### src/core/adcc_consts.vh
/*
  Constants of the converter control block: register offsets, field positions,
  reset values, codes and timing counts.
  Assumes inclusion by bare name from the core design files.
*/
`ifndef ADCC_CONSTS_VH
`define ADCC_CONSTS_VH

// ==========================================================
// register offsets
`define ADCC_OFS_CTL_ZERO    4'h0
`define ADCC_OFS_CTL_ONE     4'h1
`define ADCC_OFS_RESULT      4'h2
`define ADCC_OFS_FLAGS       4'h3

// ==========================================================
// field positions
`define ADCC_BIT_ENABLE      0
`define ADCC_BIT_GO          1
`define ADCC_CHS_LSB         2
`define ADCC_CHS_MSB         5
`define ADCC_REF_LSB         0
`define ADCC_REF_MSB         1
`define ADCC_CS_LSB          4
`define ADCC_CS_MSB          6
`define ADCC_BIT_DONE_FLAG   0
`define ADCC_BIT_IRQ_EN      1

// ==========================================================
// reset values
`define ADCC_RST_CTL_ZERO    8'h00
`define ADCC_RST_CTL_ONE     8'h00
`define ADCC_RST_RESULT      8'h00
`define ADCC_RST_FLAGS       8'h00

// ==========================================================
// codes
`define ADCC_CHS_FIXED_REF   4'hF
`define ADCC_CHS_MAX_LOW     4'h4
`define ADCC_CHS_MIN_HIGH    4'h8
`define ADCC_CHS_MAX_HIGH    4'hD
`define ADCC_REF_EXT         2'h2
`define ADCC_REF_FIXED       2'h3
`define ADCC_SAR_FIRST_BIT   8'h80

// ==========================================================
// timing
`define ADCC_TAD_PER_CONV    4'hA
`define ADCC_CLK_NS          40
`define ADCC_OSC_PER_INSTR   4
`define ADCC_INSTR_NS        (`ADCC_OSC_PER_INSTR * `ADCC_CLK_NS)
`define ADCC_INSTR_CYC       ((`ADCC_INSTR_NS + `ADCC_CLK_NS - 1) / `ADCC_CLK_NS)

`endif

### src/core/adcc_top.v
/*
  Converter control block: registers, start and stop control, sleep handling,
  special trigger, completion flag and interrupt request.
  Assumes a same-clock register port and same-clock sleep and trigger levels;
  comparator and RC oscillator come from outside and are synchronised here.
*/
// The placing of the registers and the address-and-strobe port were decided locally.
// How it works
// RULE_01 - done flag sets at every completion, enable or not
// RULE_02 - software clears the done flag; hardware never does
// RULE_03 - interrupt request is done flag and interrupt enable together
// RULE_04 - sleep conversion only on RC clock; completion with enable wakes
// RULE_05 - enable powers converter; writing go starts conversion
// RULE_06 - software should not set go in the enabling write
// RULE_07 - completion clears go, sets flag, loads result
// RULE_08 - clearing go mid-run loads partial result, rest filled by last bit
// RULE_09 - reset returns all registers, converter off, conversion ended
// RULE_10 - RC clock delays start by one instruction cycle
// RULE_11 - sleep, RC, no interrupt: power down after finish, enable reads set
// RULE_12 - sleep with other clock aborts and powers down, enable reads set
// RULE_13 - special trigger sets go and clears the timer counter
// RULE_14 - trigger user must meet acquisition and clock timing
// RULE_15 - software waits acquisition time before setting go
// RULE_16 - channel codes map to inputs 0-4, 8-13, fixed reference
// RULE_17 - go reads one while converting, zero otherwise
// RULE_18 - enable clear disables converter, no operating current
// RULE_19 - clock field picks divide 2,8,32,4,16,64 or RC
// RULE_20 - reference field picks supply, external pin, fixed reference
// RULE_21 - result register is software read/write, 8 bits
// RULE_22 - conversion takes ten bit periods
// RULE_23 - start while disabled does nothing
// RULE_24 - bits resolve top down, one per bit period
`timescale 1ns/1ps
module adcc_top
(
  // clock and reset
  input  wire       I_REF_CLK,
  input  wire       I_SYS_RST,
  // register port
  input  wire [3:0] I_ADDR,
  input  wire [7:0] I_WR_DATA,
  input  wire       I_WR,
  input  wire       I_RD,
  output reg  [7:0] O_RD_DATA,
  // system events
  input  wire       I_SLEEP,
  input  wire       I_SPECIAL_TRIG,
  output reg        O_TIMER_CLEAR,
  output wire       O_IRQ,
  output wire       O_WAKE,
  // analog side
  input  wire       I_RC_OSC,
  input  wire       I_CMP_HIGH,
  output wire       O_CONV_POWER,
  output wire       O_SAMPLE,
  output wire [7:0] O_TRIAL_CODE,
  output wire [3:0] O_CHANNEL,
  output wire       O_CHANNEL_VALID,
  output wire       O_CHANNEL_FIXED_REF,
  output wire       O_REF_EXT,
  output wire       O_REF_FIXED
);

  `include "adcc_consts.vh"

  // ==========================================================
  // states
  localparam [2:0] ST_IDLE = 3'b001;
  localparam [2:0] ST_WAIT = 3'b010;
  localparam [2:0] ST_CONV = 3'b100;

  localparam [31:0] INSTR_CYC_W = `ADCC_INSTR_CYC;
  localparam [2:0]  INSTR_CYC   = INSTR_CYC_W[2:0];

  // ==========================================================
  // reset images
  localparam [7:0] RST_CTL0  = `ADCC_RST_CTL_ZERO;
  localparam [7:0] RST_CTL1  = `ADCC_RST_CTL_ONE;
  localparam [7:0] RST_FLAGS = `ADCC_RST_FLAGS;

  // ==========================================================
  // helpers
  function is_rc;
    input [2:0] sel;
    begin
      is_rc = (sel[1:0] == 2'h3); // see RULE_19
    end
  endfunction

  function chan_ok;
    input [3:0] c;
    begin
      chan_ok = (c <= `ADCC_CHS_MAX_LOW)
             || ((c >= `ADCC_CHS_MIN_HIGH) && (c <= `ADCC_CHS_MAX_HIGH))
             || (c == `ADCC_CHS_FIXED_REF);
    end
  endfunction

  function reg_hit;
    input       strobe;
    input [3:0] addr;
    input [3:0] ofs;
    begin
      reg_hit = strobe && (addr == ofs);
    end
  endfunction

  // ==========================================================
  // registers
  reg  [3:0] channel;
  reg        converter_enable;
  reg  [2:0] clk_sel;
  reg  [1:0] ref_sel;
  reg  [7:0] result;
  reg        done_flag;
  reg        irq_enable;
  reg  [2:0] state;
  reg  [2:0] next_state;
  reg  [2:0] wait_cnt;
  reg        sleep_off;
  reg        keep_partial;
  reg        rc_s1;
  reg        rc_s2;
  reg        rc_s3;
  reg        cmp_s1;
  reg        cmp_s2;

  wire       tad_tick;
  wire       sar_done;
  wire       sar_aborted;
  wire [7:0] sar_result;

  // ==========================================================
  // decode
  wire       wr_ctl0  = reg_hit(I_WR, I_ADDR, `ADCC_OFS_CTL_ZERO);
  wire       wr_ctl1  = reg_hit(I_WR, I_ADDR, `ADCC_OFS_CTL_ONE);
  wire       wr_res   = reg_hit(I_WR, I_ADDR, `ADCC_OFS_RESULT);
  wire       wr_flags = reg_hit(I_WR, I_ADDR, `ADCC_OFS_FLAGS);
  wire       busy     = (state != ST_IDLE);
  wire       rc_sel   = is_rc(clk_sel);
  wire       powered  = converter_enable && !sleep_off;

  // start needs the enable bit; a go with enable clear is dropped
  wire       sw_start = wr_ctl0 && I_WR_DATA[`ADCC_BIT_GO]
                     && I_WR_DATA[`ADCC_BIT_ENABLE]; // see RULE_05 see RULE_23
  wire       hw_start = I_SPECIAL_TRIG && converter_enable; // see RULE_13 see RULE_23
  wire       start    = (sw_start || hw_start) && !busy && !sleep_off;
  wire       sw_abort = wr_ctl0 && !I_WR_DATA[`ADCC_BIT_GO]; // see RULE_08
  // leaving enable off mid-run or sleeping on a divided clock ends the run
  wire       off_abort = (wr_ctl0 && !I_WR_DATA[`ADCC_BIT_ENABLE])
                      || (I_SLEEP && !rc_sel); // see RULE_12 see RULE_18
  wire       stop     = busy && (sw_abort || off_abort);
  // engine strobes
  wire       tad_run   = (state == ST_CONV);
  wire       sar_start = (next_state == ST_CONV) && (state != ST_CONV);
  wire       sar_abort = tad_run && stop;

  // ==========================================================
  // synchronisers
  always @(posedge I_REF_CLK or posedge I_SYS_RST)
  begin
    if (I_SYS_RST)
    begin
      rc_s1  <= 1'b0;
      rc_s2  <= 1'b0;
      rc_s3  <= 1'b0;
      cmp_s1 <= 1'b0;
      cmp_s2 <= 1'b0;
    end
    else
    begin
      rc_s1  <= I_RC_OSC;
      rc_s2  <= rc_s1;
      rc_s3  <= rc_s2;
      cmp_s1 <= I_CMP_HIGH;
      cmp_s2 <= cmp_s1;
    end
  end

  // ==========================================================
  // control state machine
  always @*
  begin
    next_state = state;
    case (state)
      ST_IDLE:
      begin
        if (start)
          next_state = rc_sel ? ST_WAIT : ST_CONV; // see RULE_10
      end
      ST_WAIT:
      begin
        if (stop)
          next_state = ST_IDLE;
        else if (wait_cnt == INSTR_CYC - 3'h1)
          next_state = ST_CONV;
      end
      ST_CONV:
      begin
        if (stop || sar_done)
          next_state = ST_IDLE; // see RULE_07 see RULE_17
      end
      default:
        next_state = ST_IDLE;
    endcase
  end

  always @(posedge I_REF_CLK or posedge I_SYS_RST)
  begin
    if (I_SYS_RST)
    begin
      state        <= ST_IDLE; // see RULE_09
      wait_cnt     <= 3'h0;
      keep_partial <= 1'b0;
    end
    else
    begin
      state        <= next_state;
      wait_cnt     <= (state == ST_WAIT) ? wait_cnt + 3'h1 : 3'h0;
      // only a software go clear keeps the partial code
      keep_partial <= (state == ST_CONV) && sw_abort && !off_abort;
    end
  end

  // ==========================================================
  // sleep power control
  always @(posedge I_REF_CLK or posedge I_SYS_RST)
  begin
    if (I_SYS_RST)
    begin
      sleep_off <= 1'b0;
    end
    else
    begin
      if (!I_SLEEP)
        sleep_off <= 1'b0;
      else if (!rc_sel)
        sleep_off <= 1'b1; // see RULE_12
      else if (sar_done && !irq_enable)
        sleep_off <= 1'b1; // see RULE_11
    end
  end

  // ==========================================================
  // software registers
  always @(posedge I_REF_CLK or posedge I_SYS_RST)
  begin
    if (I_SYS_RST)
    begin
      channel          <= RST_CTL0[`ADCC_CHS_MSB:`ADCC_CHS_LSB];
      converter_enable <= RST_CTL0[`ADCC_BIT_ENABLE]; // see RULE_09
      clk_sel          <= RST_CTL1[`ADCC_CS_MSB:`ADCC_CS_LSB];
      ref_sel          <= RST_CTL1[`ADCC_REF_MSB:`ADCC_REF_LSB];
      result           <= `ADCC_RST_RESULT;
      done_flag        <= RST_FLAGS[`ADCC_BIT_DONE_FLAG];
      irq_enable       <= RST_FLAGS[`ADCC_BIT_IRQ_EN];
      O_TIMER_CLEAR    <= 1'b0;
    end
    else
    begin
      O_TIMER_CLEAR <= I_SPECIAL_TRIG; // see RULE_13
      if (wr_ctl0)
      begin
        channel          <= I_WR_DATA[`ADCC_CHS_MSB:`ADCC_CHS_LSB];
        converter_enable <= I_WR_DATA[`ADCC_BIT_ENABLE];
      end
      if (wr_ctl1)
      begin
        clk_sel <= I_WR_DATA[`ADCC_CS_MSB:`ADCC_CS_LSB];
        ref_sel <= I_WR_DATA[`ADCC_REF_MSB:`ADCC_REF_LSB];
      end
      // hardware load wins over a same-cycle software write
      if (sar_done || (sar_aborted && keep_partial))
        result <= sar_result; // see RULE_07 see RULE_08
      else if (wr_res)
        result <= I_WR_DATA; // see RULE_21
      if (wr_flags)
        irq_enable <= I_WR_DATA[`ADCC_BIT_IRQ_EN];
      // completion beats a same-cycle clear
      if (sar_done)
        done_flag <= 1'b1; // see RULE_01
      else if (wr_flags)
        done_flag <= I_WR_DATA[`ADCC_BIT_DONE_FLAG]; // see RULE_02
    end
  end

  // ==========================================================
  // read port
  always @(posedge I_REF_CLK or posedge I_SYS_RST)
  begin
    if (I_SYS_RST)
      O_RD_DATA <= 8'h00;
    else if (I_RD)
    begin
      case (I_ADDR)
        `ADCC_OFS_CTL_ZERO: O_RD_DATA <= {2'h0, channel, busy, converter_enable}; // see RULE_17
        `ADCC_OFS_CTL_ONE:  O_RD_DATA <= {1'b0, clk_sel, 2'h0, ref_sel};
        `ADCC_OFS_RESULT:   O_RD_DATA <= result;
        `ADCC_OFS_FLAGS:    O_RD_DATA <= {6'h00, irq_enable, done_flag};
        default:            O_RD_DATA <= 8'h00;
      endcase
    end
    else
      O_RD_DATA <= 8'h00;
  end

  // ==========================================================
  // conversion engine
  adcc_tad_gen u_tad
  (
    .i_clk     (I_REF_CLK),
    .i_rst     (I_SYS_RST),
    .i_run     (tad_run),
    .i_sel     (clk_sel),
    .i_rc_edge (rc_s2 & ~rc_s3),
    .o_tick    (tad_tick)
  );

  // comparator is two cycles late after sync; slow divides give it settle room
  // divide by 2 decides on a stale compare, so its results are not exact
  adcc_sar u_sar
  (
    .i_clk      (I_REF_CLK),
    .i_rst      (I_SYS_RST),
    .i_start    (sar_start),
    .i_abort    (sar_abort),
    .i_tick     (tad_tick),
    .i_cmp_high (cmp_s2),
    .o_done     (sar_done),
    .o_aborted  (sar_aborted),
    .o_result   (sar_result),
    .o_trial    (O_TRIAL_CODE)
  );

  // ==========================================================
  // outputs
  assign O_IRQ               = done_flag && irq_enable; // see RULE_03
  assign O_WAKE              = I_SLEEP && done_flag && irq_enable && rc_sel; // see RULE_04
  assign O_CONV_POWER        = powered; // see RULE_18 see RULE_11
  assign O_SAMPLE            = powered && (state != ST_CONV);
  assign O_CHANNEL           = channel;
  assign O_CHANNEL_VALID     = chan_ok(channel); // see RULE_16
  assign O_CHANNEL_FIXED_REF = (channel == `ADCC_CHS_FIXED_REF);
  assign O_REF_EXT           = (ref_sel == `ADCC_REF_EXT); // see RULE_20
  assign O_REF_FIXED         = (ref_sel == `ADCC_REF_FIXED);

endmodule

### src/core/adcc_tad_gen.v
/*
  Bit conversion period tick generator: divides the system clock or passes the
  dedicated RC oscillator edge.
  Assumes rc_edge is already synchronised and one cycle long.
*/
`timescale 1ns/1ps
module adcc_tad_gen
(
  // clock and reset
  input  wire       i_clk,
  input  wire       i_rst,
  // control
  input  wire       i_run,
  input  wire [2:0] i_sel,
  input  wire       i_rc_edge,
  // tick out
  output reg        o_tick
);

  // ==========================================================
  // divider
  reg  [5:0] cnt;
  reg  [5:0] last;

  always @*
  begin
    case (i_sel)
      3'h0:    last = 6'h01;
      3'h4:    last = 6'h03;
      3'h1:    last = 6'h07;
      3'h5:    last = 6'h0F;
      3'h2:    last = 6'h1F;
      3'h6:    last = 6'h3F;
      default: last = 6'h00;
    endcase
  end

  // counter restarts with every run so the first period is whole
  always @(posedge i_clk or posedge i_rst)
  begin
    if (i_rst)
    begin
      cnt    <= 6'h00;
      o_tick <= 1'b0;
    end
    else if (!i_run)
    begin
      cnt    <= 6'h00;
      o_tick <= 1'b0;
    end
    else if (i_sel[1:0] == 2'h3)
    begin
      cnt    <= 6'h00;
      o_tick <= i_rc_edge;
    end
    else if (cnt == last)
    begin
      cnt    <= 6'h00;
      o_tick <= 1'b1;
    end
    else
    begin
      cnt    <= cnt + 6'h01;
      o_tick <= 1'b0;
    end
  end

endmodule

### src/core/adcc_sar.v
/*
  Successive approximation sequencer: ten bit periods per conversion, bits
  resolved from the top down, partial result on abort.
  Assumes a synchronised comparator level and one-cycle tick, start and abort.
*/
`timescale 1ns/1ps
module adcc_sar
(
  // clock and reset
  input  wire       i_clk,
  input  wire       i_rst,
  // control
  input  wire       i_start,
  input  wire       i_abort,
  input  wire       i_tick,
  input  wire       i_cmp_high,
  // status and data
  output reg        o_done,
  output reg        o_aborted,
  output reg  [7:0] o_result,
  output reg  [7:0] o_trial
);

  `include "adcc_consts.vh"

  reg  [3:0] tad;
  reg  [7:0] mask;
  reg        run;

  // ==========================================================
  // fill unresolved bits with the last resolved one
  function [7:0] fill_partial;
    input [7:0] code;
    input [7:0] m;
    reg   [8:0] lower;
    reg         lastbit;
    begin
      lower        = {m, 1'b0} - 9'h001;
      lastbit      = |({1'b0, code} & {m, 1'b0});
      // all bits resolved: nothing left to fill
      if (m == 8'h00)
        fill_partial = code;
      else
        fill_partial = (code & ~lower[7:0]) | (lastbit ? lower[7:0] : 8'h00);
    end
  endfunction

  // ==========================================================
  // sequence
  always @(posedge i_clk or posedge i_rst)
  begin
    if (i_rst)
    begin
      tad       <= 4'h0;
      mask      <= 8'h00;
      run       <= 1'b0;
      o_done    <= 1'b0;
      o_aborted <= 1'b0;
      o_result  <= 8'h00;
      o_trial   <= 8'h00;
    end
    else
    begin
      o_done    <= 1'b0;
      o_aborted <= 1'b0;
      if (i_start)
      begin
        tad     <= 4'h0;
        mask    <= `ADCC_SAR_FIRST_BIT;
        o_trial <= 8'h00;
        run     <= 1'b1;
      end
      else if (run && i_abort)
      begin
        run       <= 1'b0;
        o_aborted <= 1'b1;
        o_result  <= fill_partial(o_trial, mask); // see RULE_08
      end
      else if (run && i_tick)
      begin
        tad <= tad + 4'h1;
        if (tad == 4'h0)
          o_trial <= mask;
        else if (tad == `ADCC_TAD_PER_CONV - 4'h1)
        begin
          run      <= 1'b0;
          o_done   <= 1'b1;
          o_result <= o_trial; // see RULE_22
        end
        else if (mask != 8'h00)
        begin
          // top bit first, one per period; see RULE_24
          o_trial <= (i_cmp_high ? o_trial : (o_trial & ~mask)) | (mask >> 1);
          mask    <= mask >> 1;
        end
      end
    end
  end

endmodule

### config.mk
export PLATFORM = sky130hd
export DESIGN_NAME = adcc_top
export DESIGN_NICKNAME = d
export VERILOG_FILES = /design/src/core/adcc_top.v /design/src/core/adcc_tad_gen.v /design/src/core/adcc_sar.v
export VERILOG_INCLUDE_DIRS = /design/src /design/src/core
export SDC_FILE = /design/constraint.sdc
export NUM_CORES = 1
export LEC_CHECK = 0
export BUFFER_PORTS_ARGS = -buffer_cell sky130_fd_sc_hd__buf_2
export CAP_MARGIN = 20
export CORE_UTILIZATION = 58
export DETAILED_ROUTE_END_ITERATION = 10
export PLACE_DENSITY = 0.85
export SETUP_SLACK_MARGIN = 0.02
export SYNTH_ARGS = -nofsm -noshare
export SYNTH_HDL_FRONTEND = slang
export SYNTH_SLANG_ARGS = --single-unit
### constraint.sdc
create_clock -name I_REF_CLK -period 3.3 [get_ports I_REF_CLK]
set_input_delay 0.33 -clock I_REF_CLK [delete_from_list [all_inputs] [get_ports I_REF_CLK]]
set_output_delay 0.33 -clock I_REF_CLK [all_outputs]
set_load 0.05 [all_outputs]
Word-level counts from Yosys, hierarchy flattened:

Cells that the tools add are included.

* flip-flop bits (word level): 80
* bits of input ports: 20
* logic and storage cells: 191
* output and inout bits: 29

* reduce and logical (&&, ||, !) cells: 62
* equality and inequality tests: 28
* mux-type cells: 57
* bitwise gates (word level): 10
* magnitude comparators: 3
* add/sub/neg operators: 4

Operators by type and width (number)
* $mux W8: 22
* $pmux W6 S6: 1
* $pmux W8 S4: 1
* $logic_and A1 B1 Y1: 28
* $mux W1: 20
* $mux W3: 6
* $mux W6: 3
* $and A8 B8 Y8: 2
* $not A8 Y8: 2
* $eq A3 B3 Y1 const B: 5
* $mux W4: 3
* $reduce_bool A2 Y1: 6
* $and A8 B9 Y9: 1
* $eq A3 B2 Y1 const B: 3
* $ne A3 B2 Y1 const B: 3
* $pmux W3 S3: 1
* $reduce_bool A3 Y1: 3
* $reduce_or A9 Y1: 1
* $eq A4 B2 Y1 const B: 2
* $eq A4 B4 Y1 const B: 2
* $logic_not A4 Y1: 2
* $logic_not A8 Y1: 1
* $or A8 B7 Y8: 1
* $or A8 B8 Y8: 1
* other kinds (25): 44

Longest topological paths before layout:

* depth in word-level cells: 13
* depth in mapped cells: 9
* gate-level depth less buffers: 8

By module:

A second synthesis with hierarchy kept.

* cell total of the unflattened synthesis: 412
* area total of the unflattened synthesis: 4389.2 µm²

Modules (own cells, without submodules)
* adcc_top: area an instance 1935.6 µm², seq. area each 1052.3 µm², cells each 150, instances 1
* adcc_sar: area an instance 1929.4 µm², seq. area each 775.7 µm², cells each 209, instances 1
* adcc_tad_gen: area an instance 524.3 µm², seq. area each 175.2 µm², cells each 53, instances 1

Worst setup path after synthesis:

Ideal clock, no wire load.

* kind: reg-to-reg
* start point: register u_sar.mask[2]
* end point: register u_sar.o_result[6]
* setup slack: 1309 ps
* library setup time: 125 ps
* cell stages (with the launch flop): 8
* arrival: 1866 ps
* cell sequence: dfrtp_1 buf_6 or4_1 nor2_1 xnor2_1 nor2_1 mux2_1 mux2_4

* word-level cells in the longest chain between the ends: 6
* elaborated cells between the ends (all ways): 10
* classes of those cells: add/sub (1); mux (3); bitwise (4); reduce/logical (2)

Ends and longest elaborated chain
* start, declared: line adcc_sar.v:27 `reg [7:0] mask;`
* start signal, assigned: line adcc_sar.v:69 `` mask <= `ADCC_SAR_FIRST_BIT; ``
* start signal, assigned: line adcc_sar.v:94 `mask <= mask >> 1;`
* $sub A8 B1 Y8 / $and A8 B9 Y9 (equally long branches): line adcc_sar.v:38, adcc_sar.v:39
* $not A8 Y8 / $reduce_or A9 Y1 (equally long branches): line adcc_sar.v:44, adcc_sar.v:39
* $and A8 B8 Y8 / $mux W8 (equally long branches): line adcc_sar.v:44 `fill_partial = (code & ~lower[7:0]) | (lastbit ? lower[7:0] : 8'h00);`
* $or A8 B8 Y8: line adcc_sar.v:44
* $mux W8 *: line adcc_sar.v:41 `if (m == 8'h00)`
* $mux W8 *: line adcc_sar.v:73 `else if (run && i_abort)`
* end signal, assigned: line adcc_sar.v:77 `o_result <= fill_partial(o_trial, mask);`
* end signal, assigned: line adcc_sar.v:88 `o_result <= o_trial;`
* end, declared: line adcc_sar.v:20 `output reg [7:0] o_result,`

Every way passes the cells marked *; elsewhere a longest branch is shown, timed or not.
A chain may end at the register's enable or synchronous reset.

Worst setup path in the final report:

* start point: register clk_sel[0]
* end point: register u_sar.o_trial[6]

* word-level cells in the longest chain between the ends: 13
* elaborated cells between the ends (all ways): 22
* classes of those cells: eq/ne (4); mux (6); reduce/logical (12)

Ends and longest elaborated chain
* start, declared: line adcc_top.v:112 `reg [2:0] clk_sel;`
* start signal, assigned: line adcc_top.v:252 `` clk_sel <= RST_CTL1[`ADCC_CS_MSB:`ADCC_CS_LSB]; ``
* start signal, assigned: line adcc_top.v:269 `` clk_sel <= I_WR_DATA[`ADCC_CS_MSB:`ADCC_CS_LSB]; ``
* $eq A2 B2 Y1 *: line adcc_top.v:86 `is_rc = (sel[1:0] == 2'h3);`
* $logic_not A1 Y1
* $logic_and A1 B1 Y1: line adcc_top.v:151 `|| (I_SLEEP && !rc_sel);`
* $logic_or A1 B1 Y1: line adcc_top.v:150 `` wire off_abort = (wr_ctl0 && !I_WR_DATA[`ADCC_BIT_ENABLE]) ``
* $logic_or A1 B1 Y1: line adcc_top.v:152 `wire stop = busy && (sw_abort || off_abort);`
* $logic_and A1 B1 Y1: line adcc_top.v:152
* $logic_or A1 B1 Y1: line adcc_top.v:200 `if (stop || sar_done)`
* $mux W3: line adcc_top.v:200
* $pmux W3 S3: line adcc_top.v:185 `case (state)`
* $eq A3 B3 Y1: line adcc_top.v:155 `wire sar_start = (next_state == ST_CONV) && (state != ST_CONV);`
* $logic_and A1 B1 Y1: line adcc_top.v:155
* $ne A3 B2 Y1 (no line), or another cell as far along
* $reduce_and A4 Y1 (no line)
* end signal, assigned: line adcc_sar.v:83 `o_trial <= mask;`
* end signal, assigned: line adcc_sar.v:93 `o_trial <= (i_cmp_high ? o_trial : (o_trial & ~mask)) | (mask >> 1);`
* end, declared: line adcc_sar.v:21 `output reg [7:0] o_trial`

Marked as above.

==> results.toml <==
[status]
status = "finished, final reports clean"

[final_layout]
area_delta_synth_final_pct = 12.8
num-nets-final = 460
n_antenna_cell = 0
drive_above_1_share_pct = 26.8
final_cell_mix = "sky130_fd_sc_hd__dfrtp_1, sky130_fd_sc_hd__buf_2, sky130_fd_sc_hd__nor2_1, sky130_fd_sc_hd__nand2_1, sky130_fd_sc_hd__mux2i_1"
layout_commonest_cell = "sky130_fd_sc_hd__dfrtp_1"

[route]
initialDrtViolationCount = 223
finalWirelength_mm = 8.35
dr.pass1.iters = 5
detail_route.drc_violations = 0
detailroute.via_count = 3038
avgViaCountPerCell = 5.70
remaining_number_of_nets_flagged_by_the_antenna_check_after_routing = 0
routed_wl_per_cell_um = 15.7

[place]
portBuffers = 48
detailedPlacementHpwl_mm = 5.99
finalWeightedCongestion = 0.847
place_ws_ns = 0.884

[logic_synthesis]
post_synth.cell_area_avg_um2 = 11.0
ys_dominant_reg_cell = "sky130_fd_sc_hd__dfrtp_1"
asyncSetResetFlopFracSynth_pct = 100
synth.net_count = 414
ys.warnings.count = 0
synth.area.top_cells = "sky130_fd_sc_hd__dfrtp_1, sky130_fd_sc_hd__mux2i_1, sky130_fd_sc_hd__mux2_2"
number_of_enable_flip_flop_cells_after_synthesis = 0
synth_largest_area_cell = "sky130_fd_sc_hd__dfrtp_1"
synth_area_mm2 = 0.00425
synth.lib_cells_used.distinct = 67
yosys_register_bits = 80
synth_top_cell_area_share_pct = 46.5
syn_inst = 386
synth_seq_area_share_pct = 47.1

[global_route]
first_global_vias = 2958
grt_antenna_before_repair = 0
grt_pass1_wl_mm = 14.0
grt_util_all_layers_pct = 23.7
grt.overflow.total = 0
grt_start_max_net_pins = 47

[clocking]
cts.sink_count = 80
maximum_buffer_depth_of_the_clock_tree = 2
clock_tree.root_cell = "sky130_fd_sc_hd__clkbuf_8"
htree_levels = 3
worst_skew_pair.late_latency_ns = 0.36
cts.reportedPaths.clkPinSlew_ns = 0.11
tritoncts_clock_tree = "yes"
cts_bufs_inserted = 9

[critical_path]
worst_setup_path_endpoint = "u_sar.o_trial[6]"
worst_setup_path_start_kind = "flip-flop"
reg2reg_depth = 7
critical-path-max-stage-delay_ns = 0.64
critical_path.reg2reg.endpoint = "u_sar.o_trial[6]"
worstPathRequired_ns = 3.53
worst_setup_end_kind = "flip-flop"
critical_path.reg2reg.startpoint = "clk_sel[0]"
path_cells = "nand2_4 -> a32oi_4 -> o211a_1 -> nor2b_1 -> buf_4 -> mux2i_1 -> nor2_1"
rrSetupSlack_ns = 0.96
setup.worst_path.start = "clk_sel[0]"
critical_path_class = "flip-flop to flip-flop"
cpMaxStageDelayCell = "sky130_fd_sc_hd__dfrtp_1"
path_max_fanout = 13
timing.critical_path.arrival_ns = 2.57

[floorplanning]
core_mm2 = 0.00694
floorplan.rows = 30
design.die.area_mm2 = 0.00768
effective_utilization_at_floorplan_pct = 61.3
width_of_the_die_um = 87.6
io_pins = 49
die_height_um = 87.6

[power_and_ir_drop]
finalPower_mw = 2.51
worst_ir_drop_vdd_mv = 0.235
power_density_mw_per_mm2 = 523
cellLeakagePower_nw = 2.39

[sta]
final_worst_setup_slack_ns = 0.957
final.setup.tns_ns = 0
tightest_slew_ns = 0.957
timing.final.crit_period_ns = 2.34
setup_repair_after_global_routing_missed_its_margin = "false"
report.final.setup_viol = 0
clock.fmax_mhz = 427
final_min_period_over_clock_period_pct = 71.0
worst_clk_skew_ns = 0.0277
timing_max_transition_violations_final = 0
worst_case_headroom_to_the_max_slew_limit_pct = 36.1
hold_viol_final = 0

[hold_path]
hold_path.class = "input pin to flip-flop"

[job]
cap_viol_max_count = 0
## worst min-delay path by stage
stage                from          endpoint  slack [ns]  cells after the start
3_5_place_dp    I_SYS_RST  u_sar.o_trial[6]        0.34                      2
2_1_floorplan      cmp_s1            cmp_s2        0.33                      0
3_3_place_gp       cmp_s1            cmp_s2        0.33                      0
4_1_cts        I_CMP_HIGH            cmp_s1        0.06                      1
5_1_grt        I_CMP_HIGH            cmp_s1        0.05                      1
6_report       I_CMP_HIGH            cmp_s1        0.07                      1
## state kept, by name, summed over array words and instances (netlist names), 2 cells and up
register and count:
result 8, u_sar.o_trial 8, O_RD_DATA 8, u_sar.tad 4, clk_sel 3, state 3, u_sar.mask 8, u_tad.cnt 6
wait_cnt 3, u_sar.o_result 8, ref_sel 2, O_CHANNEL 4
## critical path, delay by kind of cell, from the launching register on
kind / cells / cell delay, ns
buffers and inverters: 1 / 0.19
AO/OA/AOI/OAI: 2 / 0.74
flip-flops: 1 / 0.64
AND/OR/NAND/NOR: 3 / 0.42
multiplexers: 1 / 0.22
## cells in the mapped netlist, types with 3 or more instances
library cell,number
sky130_fd_sc_hd__a21oi_1,18
sky130_fd_sc_hd__a22oi_1,3
sky130_fd_sc_hd__and2_1,4
sky130_fd_sc_hd__and3_1,3
sky130_fd_sc_hd__and4_1,3
sky130_fd_sc_hd__buf_6,6
sky130_fd_sc_hd__clkbuf_1,9
sky130_fd_sc_hd__dfrtp_1,79
sky130_fd_sc_hd__ha_1,8
sky130_fd_sc_hd__inv_1,11
sky130_fd_sc_hd__mux2_1,3
sky130_fd_sc_hd__mux2_2,15
sky130_fd_sc_hd__mux2_4,9
sky130_fd_sc_hd__mux2i_1,28
sky130_fd_sc_hd__nand2_1,28
sky130_fd_sc_hd__nand2b_1,11
sky130_fd_sc_hd__nand3_1,6
sky130_fd_sc_hd__nor2_1,43
sky130_fd_sc_hd__nor2b_1,7
sky130_fd_sc_hd__nor3_1,9
sky130_fd_sc_hd__nor3b_1,4
sky130_fd_sc_hd__o21ai_0,17
sky130_fd_sc_hd__xnor2_1,5
sky130_fd_sc_hd__xor2_1,6
## cell families (layout without fill, tap and decap cells)
group / count (synthesis) / after routing / synth area share, %
AO/OA/AOI/OAI: 61 / 61 / 10.5
AND/OR/NAND/NOR: 139 / 139 / 18.1
XOR/XNOR: 11 / 11 / 2.26
buffers and inverters: 30 / 81 / 4.09
adder cells (fa/ha/maj): 8 / 8 / 2.35
flip-flops: 80 / 80 / 47.1
multiplexers: 57 / 57 / 15.6
## where the power goes
part / switching, mW / internal (mW) / leakage [nW]
Sequential: 0.0896 / 1.06 / 1.06
Clock: 0.396 / 0.521 / 0.130
Combinational: 0.282 / 0.163 / 1.20
Total: 0.768 / 1.74 / 2.39
## through the flow
step	area, µm²	util [%]	cells	hold WS (ns)
2_1_floorplan	4250	-	386	0.331
3_3_place_gp	4510	65.0	515	0.332
3_5_place_dp	4530	65.3	516	0.336
4_1_cts	4800	69.1	533	0.0563
5_1_grt	4800	69.1	533	0.0524
6_report	4800	69.1	533	0.0747
## cell type report
| cell class | count | area (µm²) |
|---|---|---|
| Sequential cell | 80 | 2000 |
| Timing Repair Buffer | 54 | 300 |
| Fill cell | 506 | 2140 |
| Tap cell | 96 | 120 |
| Clock buffer | 9 | 124 |
| Inverter | 11 | 42.5 |
| Multi-Input combinational cell | 276 | 2080 |
| Clock inverter | 7 | 133 |
## timing repair
action                    in CTS  in global routing
gates resized for setup        0                  0
hold buffers                   1                  0
setup buffers                  0                  0
hold endpoints to repair      20                  0
## routing by layer
metal / global-route usage (%) / routed length [µm]
met1: 31.2 / 3740
met2: 39.2 / 4080
met3: 3.96 / 374
met4: 9.99 / 161
met5: 0 / 0
No activity file was read; power rests on OpenSTA's default activity.
